## src/rstx_pkg.sv

```systemverilog
// Shared constants and types of the exception entry unit
`default_nettype none
package rstx_pkg;
    // Vector numbers, one slot per source
    localparam logic [6:0] VEC_POWER_ON = 7'h00;
    localparam logic [6:0] VEC_MANUAL = 7'h01;
    localparam logic [6:0] VEC_TRACE = 7'h05;
    localparam logic [6:0] VEC_NMI = 7'h07;
    localparam logic [6:0] VEC_TRAP_BASE = 7'h08;
    localparam logic [6:0] VEC_EXT_FIRST = 7'h10;
    localparam logic [6:0] VEC_EXT_LAST = 7'h17;
    localparam logic [6:0] VEC_INT_FIRST = 7'h18;
    localparam logic [6:0] VEC_INT_LAST = 7'h5b;
    // Interrupt control modes
    localparam logic [1:0] INTM_0 = 2'h0;
    localparam logic [1:0] INTM_2 = 2'h2;
    // Flag bit positions
    localparam int CCR_I_BIT = 7;
    localparam int CCR_UI_BIT = 6;
    localparam int EXR_T_BIT = 7;
    localparam int EXR_MASK_LSB = 0;
    localparam int EXR_MASK_W = 3;
    localparam logic [2:0] MASK_ALL = 3'h7;
    // Reset values
    localparam logic [7:0] CCR_RESET = 8'h80;
    localparam logic [7:0] EXR_RESET = 8'h07;
    localparam logic [15:0] MSTOP_RESET = 16'h3fff;
    // Memory limits
    localparam logic [23:0] ROM_BASE_LIMIT = 24'h00ffff;
    localparam logic [3:0] MODE_6 = 4'h6;
    localparam logic [3:0] MODE_7 = 4'h7;
    // Register byte offsets
    localparam logic [7:0] ADR_CTRL = 8'h00;
    localparam logic [7:0] ADR_FLAGS = 8'h04;
    localparam logic [7:0] ADR_MSTOP = 8'h08;
    localparam logic [7:0] ADR_STATUS = 8'h0c;
    localparam logic [7:0] ADR_ROMLIM = 8'h10;
    // Register field positions
    localparam int CTRL_INTM_LSB = 0;
    localparam int CTRL_EAE_BIT = 8;
    localparam int FLAGS_CCR_LSB = 0;
    localparam int FLAGS_EXR_LSB = 8;
    localparam int ST_VEC_LSB = 0;
    localparam int ST_MANUAL_BIT = 8;
    localparam int ST_BLOCK_BIT = 9;
    localparam int ST_TRACE_BIT = 10;
    // Status bytes that travel to and from the stack
    typedef struct packed {
        logic [7:0] extended_status_reg;
        logic [7:0] condition_code_reg;
    } exc_flags_t;
endpackage
`default_nettype wire
```

## src/reset_trace_exception_vectoring.sv

```systemverilog
// Reset, trace and exception vectoring unit with a Wishbone register slave
//
// Local design decisions: the register addresses and the Wishbone register port.
`default_nettype none
// Overview of operation
// - Every exception source fetches from its own distinct vector slot.
// - Vectors: power-on 0, manual 1, trace 5, NMI 7, traps 8-11, IRQ 16-23.
// - Internal peripheral vectors occupy numbers 24 through 91.
// - Modes 6 and 7 limit ROM to 64 kbytes until the enable bit clears.
// - Reset wins over everything; pin low holds the unit in reset.
// - Any reset initializes CPU state and selects control mode 0.
// - Reset exception processing starts on the pin's low-to-high edge.
// - With manual reset support, NMI level picks power-on or manual for a pin reset.
// - Without manual reset support, every reset is power-on.
// - Manual reset spares bus controller and port registers.
// - Manual reset returns peripheral pins to general port I/O.
// - Reset entry clears trace bit, sets interrupt masks.
// - Reset vector is read into the program counter, then fetching starts.
// - All interrupts, NMI included, are blocked right after reset.
// - First instruction after reset always runs without interruption.
// - Reset release loads module stop register with 3fff.
// - Trace works only in control mode 2, never in mode 0.
// - Trace bit set raises a trace exception after each instruction.
// - Clearing the trace bit or leaving mode 2 ends trace; masking does not matter.
// - Interrupts stay accepted inside a trace handler.
// - Stacked trace bit stays set; no trace after return instruction.
// - Trace entry sets interrupt mask, clears trace, keeps other bits.
// - Traps and interrupts push state before the vector is fetched.
// - Priority: reset, then trace, then interrupt, then trap.
module reset_trace_exception_vectoring #(
    parameter bit MANUAL_RESET_SUPPORTED = 1'b1,
    parameter logic [23:0] ROM_EXT_LIMIT = 24'h01ffff
) (
    input wire logic clk_i,
    input wire logic rst_i,
    input wire logic ce_i,
    input wire logic chip_init_pin_n_i,
    input wire logic nmi_pin_i,
    input wire logic wdt_init_req_i,
    input wire logic watchdog_init_select_i,
    input wire logic [3:0] op_mode_i,
    input wire logic insn_done_i,
    input wire logic insn_is_rte_i,
    input wire rstx_pkg::exc_flags_t rte_flags_i,
    input wire logic trap_req_i,
    input wire logic [1:0] trap_num_i,
    input wire logic int_req_i,
    input wire logic [6:0] int_vec_i,
    input wire logic push_done_i,
    input wire logic vec_ack_i,
    input wire logic [31:0] vec_data_i,
    input wire logic wb_cyc_i,
    input wire logic wb_stb_i,
    input wire logic wb_we_i,
    input wire logic [7:0] wb_adr_i,
    input wire logic [3:0] wb_sel_i,
    input wire logic [31:0] wb_dat_i,
    output logic [31:0] wb_dat_o,
    output logic wb_ack_o,
    output logic cpu_halt_o,
    output logic push_req_o,
    output logic vec_req_o,
    output logic [23:0] vec_addr_o,
    output logic pc_load_o,
    output logic [31:0] pc_o,
    output rstx_pkg::exc_flags_t stack_flags_o,
    output rstx_pkg::exc_flags_t flags_o,
    output logic int_ack_o,
    output logic int_blocked_o,
    output logic [1:0] intm_o,
    output logic [15:0] module_stop_o,
    output logic [23:0] rom_limit_o,
    output logic periph_init_o,
    output logic busport_init_o,
    output logic pin_revert_o
);
    typedef enum logic [2:0] {
        ST_IDLE = 3'b000,
        ST_PUSH = 3'b001,
        ST_VEC = 3'b011,
        ST_LOAD = 3'b010,
        ST_HOLD = 3'b110
    } state_t;

    function automatic logic [23:0] vec_addr(input logic [6:0] v);
        return {15'h0000, v, 2'b00};
    endfunction

    function automatic logic [31:0] wr_word(input logic [31:0] old,
                                            input logic [31:0] dat,
                                            input logic [3:0] sel);
        logic [31:0] r;
        r = old;
        for (int i = 0; i < 4; i++) begin
            if (sel[i]) begin
                r[i*8 +: 8] = dat[i*8 +: 8];
            end
        end
        return r;
    endfunction

    state_t state, next_state;
    logic [2:0] pin_sync, nmi_sync;
    logic pin_level, nmi_level, manual_hold, last_manual;
    logic [6:0] vnum;
    logic int_block, eae;
    logic [1:0] intm;
    logic [15:0] mstop;
    rstx_pkg::exc_flags_t flags, stack_flags;
    logic [23:0] vaddr;
    logic [31:0] pc;
    logic periph_init, busport_init, pin_revert, int_ack;
    logic [31:0] rd_data, ctrl_word, flags_word, status_word;

    // Pin inputs pass three flops; the level moves once stages 2 and 3 agree
    always_ff @(posedge clk_i) begin
        if (rst_i) begin
            pin_sync <= 3'h0;
            // NMI idles high, so a bare reset stays a power-on reset
            nmi_sync <= '1;
            pin_level <= 1'b0;
            nmi_level <= 1'b1;
        end else if (ce_i) begin
            pin_sync <= {pin_sync[1:0], chip_init_pin_n_i};
            nmi_sync <= {nmi_sync[1:0], nmi_pin_i};
            if (pin_sync[2] == pin_sync[1]) begin
                pin_level <= pin_sync[2];
            end
            if (nmi_sync[2] == nmi_sync[1]) begin
                nmi_level <= nmi_sync[2];
            end
        end
    end

    // Decoding of requests and exception selection
    wire in_pin_reset = !pin_level;
    wire idle_done = (state == ST_IDLE) && insn_done_i;
    wire wdt_fire = wdt_init_req_i && pin_level && (state != ST_HOLD);
    wire release_fire = (state == ST_HOLD) && pin_level;
    wire reset_start = release_fire || wdt_fire;
    wire t_bit = flags.extended_status_reg[rstx_pkg::EXR_T_BIT];
    wire mode2 = (intm == rstx_pkg::INTM_2);
    // An exception at a return boundary stacks the restored flags
    wire rstx_pkg::exc_flags_t base_flags =
        (idle_done && insn_is_rte_i) ? rte_flags_i : flags;
    // trace each boundary, mode 2 only
    wire trace_fire = idle_done && t_bit && mode2 && !insn_is_rte_i;
    // internal and external vectors in range
    wire int_vec_ok = (int_vec_i == rstx_pkg::VEC_NMI) ||
                      ((int_vec_i >= rstx_pkg::VEC_EXT_FIRST) &&
                       (int_vec_i <= rstx_pkg::VEC_INT_LAST));
    wire int_fire = idle_done && int_req_i && int_vec_ok && !int_block &&
                    !trace_fire;
    wire trap_fire = idle_done && trap_req_i && !trace_fire && !int_fire;
    wire take = (trace_fire || int_fire || trap_fire) && !wdt_fire;
    wire rte_fire = idle_done && insn_is_rte_i && !take && !wdt_fire;
    wire wdt_manual = MANUAL_RESET_SUPPORTED && watchdog_init_select_i;
    wire reset_manual = release_fire ? manual_hold : wdt_manual;
    wire [6:0] trap_vec = rstx_pkg::VEC_TRAP_BASE + {5'h00, trap_num_i};
    wire [6:0] next_vnum = reset_start ?
                           (reset_manual ? rstx_pkg::VEC_MANUAL :
                                           rstx_pkg::VEC_POWER_ON) :
                           trace_fire ? rstx_pkg::VEC_TRACE :
                           int_fire ? int_vec_i : trap_vec;

    always_comb begin
        next_state = state;
        if (in_pin_reset) begin
            next_state = ST_HOLD;
        end else if (reset_start) begin
            next_state = ST_VEC;
        end else begin
            case (state)
                ST_IDLE: begin
                    if (take) begin
                        next_state = ST_PUSH;
                    end
                end
                ST_PUSH: begin
                    if (push_done_i) begin
                        next_state = ST_VEC;
                    end
                end
                ST_VEC: begin
                    if (vec_ack_i) begin
                        next_state = ST_LOAD;
                    end
                end
                ST_LOAD: next_state = ST_IDLE;
                ST_HOLD: next_state = ST_HOLD;
                default: next_state = ST_HOLD;
            endcase
        end
    end

    always_ff @(posedge clk_i) begin
        if (rst_i) begin
            state <= ST_HOLD;
            manual_hold <= 1'b0;
            last_manual <= 1'b0;
            vnum <= rstx_pkg::VEC_POWER_ON;
            vaddr <= vec_addr(rstx_pkg::VEC_POWER_ON);
        end else if (ce_i) begin
            state <= next_state;
            if (state == ST_HOLD) begin
                manual_hold <= MANUAL_RESET_SUPPORTED && !nmi_level;
            end
            if (reset_start) begin
                last_manual <= reset_manual;
            end
            // one slot per number, four bytes each
            if (reset_start || take) begin
                vnum <= next_vnum;
                vaddr <= vec_addr(next_vnum);
            end
        end
    end

    // vector word goes to the program counter
    always_ff @(posedge clk_i) begin
        if (rst_i) begin
            pc <= 32'h0000_0000;
        end else if (ce_i && state == ST_VEC && vec_ack_i) begin
            pc <= vec_data_i;
        end
    end

    // Register bus decode
    wire wb_hit = wb_cyc_i && wb_stb_i && !wb_ack_o;
    wire wb_wr = wb_hit && wb_we_i;
    wire wr_ctrl = wb_wr && (wb_adr_i == rstx_pkg::ADR_CTRL);
    wire wr_flags = wb_wr && (wb_adr_i == rstx_pkg::ADR_FLAGS);
    wire wr_mstop = wb_wr && (wb_adr_i == rstx_pkg::ADR_MSTOP);
    wire [31:0] new_ctrl = wr_word(ctrl_word, wb_dat_i, wb_sel_i);
    wire [31:0] new_flags = wr_word(flags_word, wb_dat_i, wb_sel_i);
    wire [31:0] new_mstop = wr_word({16'h0000, mstop}, wb_dat_i, wb_sel_i);

    always_comb begin
        ctrl_word = 32'h0000_0000;
        ctrl_word[rstx_pkg::CTRL_INTM_LSB +: 2] = intm;
        ctrl_word[rstx_pkg::CTRL_EAE_BIT] = eae;
        flags_word = 32'h0000_0000;
        flags_word[rstx_pkg::FLAGS_CCR_LSB +: 8] = flags.condition_code_reg;
        flags_word[rstx_pkg::FLAGS_EXR_LSB +: 8] = flags.extended_status_reg;
        status_word = 32'h0000_0000;
        status_word[rstx_pkg::ST_VEC_LSB +: 7] = vnum;
        status_word[rstx_pkg::ST_MANUAL_BIT] = last_manual;
        status_word[rstx_pkg::ST_BLOCK_BIT] = int_block;
        status_word[rstx_pkg::ST_TRACE_BIT] = t_bit && mode2;
    end

    assign rd_data = (wb_adr_i == rstx_pkg::ADR_CTRL) ? ctrl_word :
                     (wb_adr_i == rstx_pkg::ADR_FLAGS) ? flags_word :
                     (wb_adr_i == rstx_pkg::ADR_MSTOP) ? {16'h0000, mstop} :
                     (wb_adr_i == rstx_pkg::ADR_STATUS) ? status_word :
                     (wb_adr_i == rstx_pkg::ADR_ROMLIM) ?
                     {8'h00, rom_limit_o} : 32'h0000_0000;

    always_ff @(posedge clk_i) begin
        if (rst_i) begin
            wb_ack_o <= 1'b0;
            wb_dat_o <= 32'h0000_0000;
        end else if (ce_i) begin
            wb_ack_o <= wb_hit;
            if (wb_hit && !wb_we_i) begin
                wb_dat_o <= rd_data;
            end
        end
    end

    // Control registers; hardware updates win over a same-cycle write
    always_ff @(posedge clk_i) begin
        if (rst_i) begin
            intm <= rstx_pkg::INTM_0;
            eae <= 1'b1;
            mstop <= rstx_pkg::MSTOP_RESET;
        end else if (ce_i) begin
            if (reset_start) begin
                // control mode 0 after any reset
                intm <= rstx_pkg::INTM_0;
                mstop <= rstx_pkg::MSTOP_RESET;
                // bus controller kept over a manual reset
                if (!reset_manual) begin
                    eae <= 1'b1;
                end
            end else begin
                if (wr_ctrl) begin
                    intm <= new_ctrl[rstx_pkg::CTRL_INTM_LSB +: 2];
                    eae <= new_ctrl[rstx_pkg::CTRL_EAE_BIT];
                end
                if (wr_mstop) begin
                    mstop <= new_mstop[15:0];
                end
            end
        end
    end

    always_ff @(posedge clk_i) begin
        if (rst_i) begin
            flags.extended_status_reg <= rstx_pkg::EXR_RESET;
            flags.condition_code_reg <= rstx_pkg::CCR_RESET;
            stack_flags <= '0;
        end else if (ce_i) begin
            if (reset_start) begin
                flags.extended_status_reg[rstx_pkg::EXR_T_BIT] <= 1'b0;
                flags.extended_status_reg[rstx_pkg::EXR_MASK_LSB +: rstx_pkg::EXR_MASK_W]
                    <= rstx_pkg::MASK_ALL;
                flags.condition_code_reg[rstx_pkg::CCR_I_BIT] <= 1'b1;
            end else if (take) begin
                // stacked copy keeps the trace bit
                stack_flags <= base_flags;
                flags <= base_flags;
                // mask set, trace cleared in mode 2 only, UI and level kept
                flags.condition_code_reg[rstx_pkg::CCR_I_BIT] <= 1'b1;
                if (mode2) begin
                    flags.extended_status_reg[rstx_pkg::EXR_T_BIT] <= 1'b0;
                end
            end else if (rte_fire) begin
                // trace resumes from the restored bit
                flags <= rte_flags_i;
            end else if (wr_flags) begin
                flags.condition_code_reg <= new_flags[rstx_pkg::FLAGS_CCR_LSB +: 8];
                flags.extended_status_reg <= new_flags[rstx_pkg::FLAGS_EXR_LSB +: 8];
            end
        end
    end

    // interrupts blocked until first instruction completes
    always_ff @(posedge clk_i) begin
        if (rst_i) begin
            int_block <= 1'b1;
        end else if (ce_i) begin
            if (reset_start || in_pin_reset) begin
                int_block <= 1'b1;
            end else if (idle_done) begin
                int_block <= 1'b0;
            end
        end
    end

    // One-cycle init strobes toward the peripherals, and the interrupt acknowledge toward the core
    always_ff @(posedge clk_i) begin
        if (rst_i) begin
            periph_init <= 1'b0;
            busport_init <= 1'b0;
            pin_revert <= 1'b0;
            int_ack <= 1'b0;
        end else if (ce_i) begin
            periph_init <= reset_start;
            busport_init <= reset_start && !reset_manual;
            // pins back to general port I/O
            pin_revert <= reset_start && reset_manual;
            // interrupts taken regardless of a trace handler
            int_ack <= int_fire && !wdt_fire;
        end
    end

    assign cpu_halt_o = (state == ST_HOLD);
    assign push_req_o = (state == ST_PUSH);
    assign vec_req_o = (state == ST_VEC);
    assign pc_load_o = (state == ST_LOAD);
    assign vec_addr_o = vaddr;
    assign pc_o = pc;
    assign stack_flags_o = stack_flags;
    assign flags_o = flags;
    assign int_ack_o = int_ack;
    assign int_blocked_o = int_block;
    assign intm_o = intm;
    assign module_stop_o = mstop;
    assign periph_init_o = periph_init;
    assign busport_init_o = busport_init;
    assign pin_revert_o = pin_revert;
    // small ROM window in modes 6 and 7 while enable bit is set
    assign rom_limit_o = (((op_mode_i == rstx_pkg::MODE_6) ||
                           (op_mode_i == rstx_pkg::MODE_7)) && eae) ?
                         rstx_pkg::ROM_BASE_LIMIT : ROM_EXT_LIMIT;

    wire calm = ce_i && pin_level && !wdt_init_req_i;
endmodule
`default_nettype wire

```

## config.mk

```make
export PLATFORM = sky130hd
export DESIGN_NAME = reset_trace_exception_vectoring
export DESIGN_NICKNAME = d
export VERILOG_FILES = /design/src/rstx_pkg.sv /design/src/reset_trace_exception_vectoring.sv
export SDC_FILE = /design/constraint.sdc
export NUM_CORES = 1
export LEC_CHECK = 0
export ABC_AREA = 1
export BUFFER_PORTS_ARGS = -buffer_cell sky130_fd_sc_hd__clkbuf_2
export CAP_MARGIN = 20
export CORE_MARGIN = 2
export CORE_UTILIZATION = 43
export DETAILED_ROUTE_END_ITERATION = 8
export PLACE_DENSITY_LB_ADDON = 0.08
export SETUP_SLACK_MARGIN = 0.5
export SYNTH_ARGS = -nofsm -noshare
export SYNTH_HDL_FRONTEND = slang
export SYNTH_SLANG_ARGS = --single-unit
```

## constraint.sdc

```tcl
create_clock -name clk_i -period 1.7 [get_ports clk_i]
set_input_delay 0.255 -clock clk_i [delete_from_list [all_inputs] [get_ports clk_i]]
set_output_delay 0.255 -clock clk_i [all_outputs]
set_load 0.02 [all_outputs]
```

# ---- After elaboration in Yosys (flattened, before gate mapping)
# Cells that the tools add are included.
dict set report totals {
  reg_bits 141
  inputBits 121
  wordCells 167
}
dict set report op_classes {
  add_sub_neg 1
  magnitude_cmp 2
  eq_ne 19
  n_mux 37
  n_bitwise 1
  reduce_logical 81
}
# operator count
set op_table {}
lappend op_table {{$mux W24} 5}
lappend op_table {{$mux W16} 6}
lappend op_table {{$logic_and A1 B1 Y1} 33}
lappend op_table {{$mux W7} 3}
lappend op_table {{$reduce_and A3 Y1} 6}
lappend op_table {{$mux W17} 1}
lappend op_table {{$eq A8 B4 Y1 const B} 2}
lappend op_table {{$mux W8} 2}
lappend op_table {{$reduce_and A4 Y1} 4}
lappend op_table {{$mux W3} 5}
lappend op_table {{$reduce_and A2 Y1} 7}
lappend op_table {{$pmux W3 S4} 1}
lappend op_table {{$reduce_bool A4 Y1} 3}
lappend op_table {{$logic_not A1 Y1} 11}
lappend op_table {{$mux W1} 10}
lappend op_table {{$reduce_bool A2 Y1} 5}
lappend op_table {{$reduce_bool A3 Y1} 3}
lappend op_table {{$eq A4 B3 Y1 const B} 2}
lappend op_table {{$eq A8 B3 Y1 const B} 1}
lappend op_table {{$eq A8 B5 Y1 const B} 1}
lappend op_table {{$logic_not A8 Y1} 1}
lappend op_table {{$ne A4 B3 Y1 const B} 2}
lappend op_table {{$eq A7 B3 Y1 const B} 1}
lappend op_table {{$ge A7 B5 Y1 const B} 1}
lappend op_table {{other kinds (15)} 25}

# ---- Depth between registers and ports, before layout
# Gate-level depths: netlist (run 1).
dict set report logic_depth {
  depth_word 17
  mapped_depth 14
  ltp_nobuf 13
}

# ---- Least setup slack after synthesis (run 1)
# No wires, ideal clock.
dict set report synth_path {
  path_type {reg-to-reg}
  startpoint {register state[1]}
  endpoint {register pc[21] (netlist: pc_o[21])}
  setup_time_ns 0.065
  arrival_ns 1.822
  required_time_ns 1.635
  path_slack_ns -0.187
  path_stages_with_launch 8
  n_path_buf 1
  period_less_slack_ns 1.887
  path_cell_list {dfxtp_1 > inv_2 > nor3_1 > nand3_1 > inv_1 > buf_2 > nor2_1 > nor2_1}
}
dict set report synth_between {
  elab_chain_len 3
}
# element line_no
set synth_rtl {}
lappend synth_rtl {{from (decl)} reset_trace_exception_vectoring.sv:102} ;# state_t state, next_state;
lappend synth_rtl {{from (signal assigned)} reset_trace_exception_vectoring.sv:204} ;# state <= next_state;
lappend synth_rtl {{$eq A3 B2 Y1} n/a}
lappend synth_rtl {{via vec_req_o} reset_trace_exception_vectoring.sv:62} ;# output logic vec_req_o,
lappend synth_rtl {{$logic_and A1 B1 Y1 (2 in series)} reset_trace_exception_vectoring.sv:223} ;# end else if (ce_i && state == ST_VEC && vec_ack_i) begin
lappend synth_rtl {{to (signal assigned)} reset_trace_exception_vectoring.sv:224} ;# pc <= vec_data_i;
lappend synth_rtl {{to (decl)} reset_trace_exception_vectoring.sv:111} ;# logic [31:0] pc;
# The timed path passes the listed nets, and every way through them passes these cells.
# A chain may end at the register's enable or synchronous reset.

# ---- Final worst setup path (run 1)
dict set report layout_path {
  startpoint {register state[2]}
  endpoint {register vnum[3]}
}
dict set report layout_between {
  elab_chain_len 13
}
# element line_no
set layout_rtl {}
lappend layout_rtl {{$logic_not A3 Y1} reset_trace_exception_vectoring.sv:137} ;# wire idle_done = (state == ST_IDLE) && insn_done_i;
lappend layout_rtl {{$logic_and A1 B1 Y1} reset_trace_exception_vectoring.sv:137}
lappend layout_rtl {{$logic_and A1 B1 Y1 (3 in series)} reset_trace_exception_vectoring.sv:147} ;# wire trace_fire = idle_done && t_bit && mode2 && !insn_is_rte_i;
lappend layout_rtl {{$logic_not A1 Y1} {reset_trace_exception_vectoring.sv:153, reset_trace_exception_vectoring.sv:154}}
lappend layout_rtl {{$logic_and A1 B1 Y1} reset_trace_exception_vectoring.sv:152} ;# wire int_fire = idle_done && int_req_i && int_vec_ok && !int_block &&
lappend layout_rtl {{$logic_not A1 Y1} reset_trace_exception_vectoring.sv:154} ;# wire trap_fire = idle_done && trap_req_i && !trace_fire && !int_fire;
lappend layout_rtl {{$logic_and A1 B1 Y1} reset_trace_exception_vectoring.sv:154}
lappend layout_rtl {{$logic_or A1 B1 Y1} reset_trace_exception_vectoring.sv:155} ;# wire take = (trace_fire || int_fire || trap_fire) && !wdt_fire;
lappend layout_rtl {{$logic_and A1 B1 Y1} reset_trace_exception_vectoring.sv:155}
lappend layout_rtl {{$logic_or A1 B1 Y1} reset_trace_exception_vectoring.sv:212} ;# if (reset_start || take) begin
lappend layout_rtl {{$reduce_and A2 Y1 (no line)} n/a}
lappend layout_rtl {{to (signal assigned)} reset_trace_exception_vectoring.sv:201} ;# vnum <= rstx_pkg::VEC_POWER_ON;
lappend layout_rtl {{to (signal assigned)} reset_trace_exception_vectoring.sv:213} ;# vnum <= next_vnum;
lappend layout_rtl {{to (decl)} reset_trace_exception_vectoring.sv:105} ;# logic [6:0] vnum;
# Several ways; a longest one is shown, not always the timed one.

==> results.sh, run 1 <==
export IMPL_drt_iter0_markers=517
export IMPL_ys_seq_area_share_pct=38.7
export IMPL_ant_nets=0
export IMPL_hold_start="nmi_pin_i"
export IMPL_cp_top_family="simple AND/OR/NAND/NOR gates"
export IMPL_r2r_start="state[2]$_SDFFE_PP1P_"
export IMPL_fin_cells=1482
export IMPL_grt_pass1_wl_mm=35.7
export IMPL_post_drt_wl_per_cell_um=16.7
export IMPL_skew_ns=0.00833
export IMPL_gp_congestion=0.916
export IMPL_path_buf_inv=1
export IMPL_cts_htree_levels=4
export IMPL_drc_errors=0
export IMPL_dr_wl_met3_mm=2.07
export IMPL_cts_sinks=126
export IMPL_status="complete, but fails checks"
export IMPL_vias_per_cell=5.08
export IMPL_antenna_found_initial=0
export IMPL_setup_worst_path_class="flop to flop"
export IMPL_cts_buffers=17
export IMPL_crit_slowest_cell="dfxtp_4"
export IMPL_cp_common_cell="nor2_4"
export IMPL_crit_fanout=8
export IMPL_initial_core_util_pct=44.5
export IMPL_synth_top_family_by_area="simple AND/OR/NAND/NOR gates"
export IMPL_firstDrtPassIters=6
export IMPL_route_met2_wl_mm=11.7
export IMPL_clk_latency_ns=0.42
export IMPL_synth_compound_area_share_pct=15.9
export IMPL_grt_start_max_net_pins=50
export IMPL_synth_xor_area_share_pct=0
export IMPL_clock_path_buffers=2
export IMPL_io_pins=293
export IMPL_crit_start="state[2]$_SDFFE_PP1P_"
export IMPL_coreArea_sq_um=14600
export IMPL_startpoint_type="flop"
export IMPL_yosysWarnings=0
export IMPL_fin_util_pct=76.0
export IMPL_track_usage_pct=28.0
export IMPL_end_kind="flop"
export IMPL_synth_area_per_cell_sq_um=6.90
export IMPL_dieArea_sq_um=16100
export IMPL_whs_ns=0.0551
export IMPL_first_global_vias=6915
export IMPL_layout_drive_gt1_share_pct=52.2
export IMPL_synth_cell_type_count=42
export IMPL_final_cell_mix="165 x nand2_1, 127 x nor2_1, 120 x clkbuf_2"
export IMPL_yosys_area_share_simple_pct=31.2
export IMPL_crit_chain="nor2_4 -> nand3_4 -> nor2_4 -> nand3_4 -> nand2_4 -> nand2_8 -> nor2_4 -> buf_6 -> o211ai_1 -> a21oi_1"
export IMPL_drv_cap=0
export IMPL_place_area_sq_um=8180
export IMPL_pre_cts_ws_ns=-0.0539
export IMPL_drt_met1_wl_mm=10.1
export IMPL_hp_class="input port to flop"
export IMPL_violations="negative setup slack"
export IMPL_top_layer="met4"
export IMPL_antenna_cells=0
export IMPL_io_buffers=218
export IMPL_synth_seq_cells=126
export IMPL_fmax_ghz=0.555
export IMPL_synth_adder_area_share_pct=0
export IMPL_synth_area_sq_um=6510
export IMPL_finalHoldViolations=0
export IMPL_routed_wl_mm=24.7
export IMPL_rows=44
export IMPL_setup_viol=20
export IMPL_post_route_period_util_pct=106
export IMPL_gr_total_overflow=0
export IMPL_via_count=7525
export IMPL_dpl_hpwl_mm=15.7
export IMPL_synth_area_mux_share_pct=0
export IMPL_dp_cells=1367
export IMPL_fin_area_sq_um=11100
export IMPL_fin_tns_setup_ns=-0.584
export IMPL_fin_crit_ns=1.80
export IMPL_n_fill_cell=1072
export IMPL_die_h_um=127
export IMPL_cts_tree="done"
export IMPL_nNetsFinal=1406
export IMPL_clk_pin_slew_ns=0.06
export IMPL_power_density_nw_per_um2=676
export IMPL_root_buffer="clkbuf_16"
export IMPL_die_w_um=127
export IMPL_p_total_mw=7.52
export IMPL_rsz0062_at_grt="true"
export IMPL_max_stage_delay_ns=0.37
export IMPL_area_growth_pct=70.8
export IMPL_crit_required_ns=2.04
export IMPL_worst_slack_ns=-0.101
export IMPL_drv_slew=0
export IMPL_synth_cells=944
export IMPL_final_common_cell="nand2_1"
export IMPL_p_leak_nw=5.11
export IMPL_crit_arrival_ns=2.14
export IMPL_vdd_drop_max_mv=0.688
synthesized netlist by cell type (all sizes together):
cell type  count  share of area [%]
o211ai         4               0.46
o21a           1               0.12
conb           2               0.12
o221ai         2               0.27
clkinv         2               0.12
nand3b         2               0.42
a211oi         2               0.23
nand2        198                 12
nor3           6               0.63
buf           75                8.4
a21oi         68                5.3
o2111ai        4               0.54
nand3         57                5.4
clkbuf        21                1.2
o21ai        103                8.1
nand4          8                1.0
a31oi          4               0.38
dfxtp        126                 39
a221oi         1               0.13
nor2         180                 12
o22ai          3               0.29
inv           75                4.4
registers in the layout, indices dropped and copies added, names as in the netlist, 2 cells and up:
register	count
pc_o	32
wb_dat_o	17
flags_o	16
module_stop_o	16
stack_flags_o	16
vnum	7
nmi_sync	3
pin_sync	3
state	3
intm_o	2
power by group:
part,switching (mW),internal [mW]
combinational,0.466,0.277
clock,1.37,2.45
sequential,0.0178,2.94
total,1.86,5.67
path summary, 6_finish.rpt:
kind | to | slack [ns] | depth (start not counted)
max reg2reg | vnum[3]$_SDFFE_PP0P_ | -0.10 | 10
min | nmi_sync[0]$_SDFFE_PP1P_ | 0.06 | 3
min reg2reg | wb_dat_o[11]$_SDFFE_PP0P_ | 0.45 | 2
max | vnum[3]$_SDFFE_PP0P_ | -0.10 | 10
worst min-delay path: cells and delay by family:
kind	cells	cell delay (ns)
and+or+nand+nor	2	0.11
buffers and inverters	1	0.08
final cells by class:
| cell class | instances | area (sq um) | share of cell area [%] |
|---|---|---|---|
| clock buffer | 24 | 524 | 4.71 |
| clock inverter | 8 | 98.8 | 0.889 |
| timing repair buffer | 363 | 3180 | 28.6 |
| inverter | 77 | 329 | 2.96 |
| sequential | 126 | 2660 | 23.9 |
| tap | 184 | 230 | 2.07 |
| multi-input combinational | 700 | 4100 | 36.8 |
cells by family after synthesis:
logic type	Yosys count
compound gates	192
flops	126
other cells	2
buf+inv	173
simple gates	451
per-layer routing:
layer | GRT usage, % | vias to the layer above
met5 | 0 | -
met4 | 13.2 | 0
met3 | 7.12 | 54
met2 | 45.0 | 376
met1 | 35.5 | 3456
li1 | - | 3639
what timing repair did:
| item | CTS | global route |
|---|---|---|
| gates resized for setup | 222 | 305 |
| cloned | 9 | 0 |
| endpoints found under the setup margin | 167 | 200 |
| hold buffers | 0 | 0 |
| setup buffers | 42 | 32 |
| pin swaps | 25 | 59 |
Note: power is estimated with default switching activity, not from simulation.
==> inputs of run 2 (changes only) <==
--- a/config.mk
+++ b/config.mk
@@ -9,8 +9,9 @@
 export BUFFER_PORTS_ARGS = -buffer_cell sky130_fd_sc_hd__clkbuf_2
 export CAP_MARGIN = 20
 export CORE_MARGIN = 2
-export CORE_UTILIZATION = 43
+export CORE_UTILIZATION = 35
 export DETAILED_ROUTE_END_ITERATION = 8
+export MAX_ROUTING_LAYER = met4
 export PLACE_DENSITY_LB_ADDON = 0.08
 export SETUP_SLACK_MARGIN = 0.5
 export SYNTH_ARGS = -nofsm -noshare
==> constraint.sdc (replaced) <==
create_clock -name clk_i -period 1.6 [get_ports clk_i]
set_input_delay 0.24 -clock clk_i [delete_from_list [all_inputs] [get_ports clk_i]]
set_output_delay 0.24 -clock clk_i [all_outputs]
set_load 0.02 [all_outputs]
==> results.sh, run 2 (synthesized netlist as in run 1, its figures left out) <==
export IMPL_io_buffers=218
export IMPL_crit_fanout=7
export IMPL_area_growth_pct=80.0
export IMPL_dieArea_sq_um=19700
export IMPL_via_count=7430
export IMPL_grt_pass1_wl_mm=35.9
export IMPL_vdd_drop_max_mv=0.708
export IMPL_fin_crit_ns=1.76
export IMPL_grt_start_max_net_pins=50
export IMPL_initial_core_util_pct=36.0
export IMPL_firstDrtPassIters=4
export IMPL_clock_path_buffers=2
export IMPL_cts_hold_buf=0
export IMPL_clk_pin_slew_ns=0.06
export IMPL_post_drt_wl_per_cell_um=15.6
export IMPL_nNetsFinal=1452
export IMPL_finalHoldViolations=0
export IMPL_fin_tns_setup_ns=-7.32
export IMPL_violations="negative setup slack"
export IMPL_drv_cap=0
export IMPL_power_density_nw_per_um2=678
export IMPL_cts_htree_levels=4
export IMPL_whs_ns=0.0463
export IMPL_drc_errors=0
export IMPL_cts_tree="done"
export IMPL_coreArea_sq_um=18100
export IMPL_root_buffer="clkbuf_16"
export IMPL_io_pins=293
export IMPL_drt_iter0_markers=314
export IMPL_n_fill_cell=1589
export IMPL_die_w_um=140
export IMPL_cts_buffers=17
export IMPL_first_global_vias=6628
export IMPL_layout_drive_gt1_share_pct=54.8
export IMPL_pre_cts_ws_ns=-0.165
export IMPL_dpl_hpwl_mm=17.1
export IMPL_largest_reg_flops=32
export IMPL_setup_worst_path_class="flop to flop"
export IMPL_status="complete, but fails checks"
export IMPL_final_common_cell="nand2_1"
export IMPL_track_usage_pct=24.0
export IMPL_crit_required_ns=1.90
export IMPL_setup_viol=94
export IMPL_fmax_ghz=0.569
export IMPL_skew_ns=0.00699
export IMPL_ant_nets=0
export IMPL_antenna_found_initial=0
export IMPL_final_cell_mix="164 x nand2_1, 131 x nor2_1, 119 x buf_4, 119 x clkbuf_2, 113 x buf_6"
export IMPL_gr_total_overflow=0
export IMPL_p_leak_nw=5.37
export IMPL_gp_congestion=0.883
export IMPL_rows=49
export IMPL_p_total_mw=7.94
export IMPL_rsz0062_at_grt="true"
export IMPL_hp_class="input port to flop"
export IMPL_fin_util_pct=64.8
export IMPL_routed_wl_mm=24.5
export IMPL_startpoint_type="flop"
export IMPL_antenna_cells=0
export IMPL_worst_slack_ns=-0.156
export IMPL_crit_arrival_ns=2.05
export IMPL_post_route_period_util_pct=110
export IMPL_clk_latency_ns=0.42
export IMPL_cts_sinks=126
export IMPL_end_kind="flop"
export IMPL_die_h_um=140
export IMPL_vias_per_cell=4.72
export IMPL_drv_slew=0
[run 2: area by class of cell]
class                      instances  area [sq um]  area share, %
clock buffer                      18           429           3.66
clock inverter                    14           168           1.43
sequential                       126          2670           22.8
tap                              229           287           2.44
inverter                          77           340           2.90
multi-input combinational        700          4070           34.8
timing repair buffer             409          3750           32.0
[run 2: report_power, final]
group / internal, mW / switching [mW] / leakage (nW)
clock: 2.45 / 1.50 / 0.290
combinational: 0.343 / 0.506 / 4.04
sequential: 3.13 / 0.0185 / 1.04
[run 2: repair_timing]
action,in CTS,in global routing
gates resized for setup,202,410
hold endpoints to repair,0,0
setup buffers,36,41
pin swaps,27,47
gates cloned,11,1
endpoints found under the setup margin,233,234
[run 2: critical path, stage by stage, from the launching register on]
cell and delay [ns]:
dfxtp_4 0.36, inv_4 0.06, nand3_4 0.08, clkinv_4 0.07, nor2_4 0.04, buf_12 0.12, nor2_8 0.19, nor2_4 0.04
inv_2 0.08, o21ai_4 0.06, buf_12 0.15, buf_6 0.11, buf_6 0.10, a21oi_4 0.10, nor3_2 0.05
[run 2: final timing paths]
check	endpoint	slack, ns	cells past startpoint	start
min reg2reg	stack_flags_o[10]$_SDFFE_PP0P_	0.46	2	stack_flags_o[10]$_SDFFE_PP0P_
max	module_stop_o[14]$_SDFFE_PP0P_	-0.16	14	state[0]$_SDFFE_PP0P_
max reg2reg	module_stop_o[14]$_SDFFE_PP0P_	-0.16	14	state[0]$_SDFFE_PP0P_
min	pin_sync[0]$_SDFFE_PP0P_	0.05	3	chip_init_pin_n_i
[run 2: metrics by stage]
stage	area, sq um	std cells
6_report	11700	1573
5_1_grt	11700	1573
4_1_cts	10400	1531
3_5_place_dp	8580	1452
3_3_place_gp	8580	1452
2_1_floorplan	6990	997
[run 2: per-layer routing]
metal  vias to the layer above  global-route usage (%)  routed length, um
met5                         -                       -                  0
met2                       263                    37.7              11500
li1                       3740                       -                  -
met1                      3389                    31.4              11000
met4                         0                    8.56                688
met3                        38                    4.00               1370
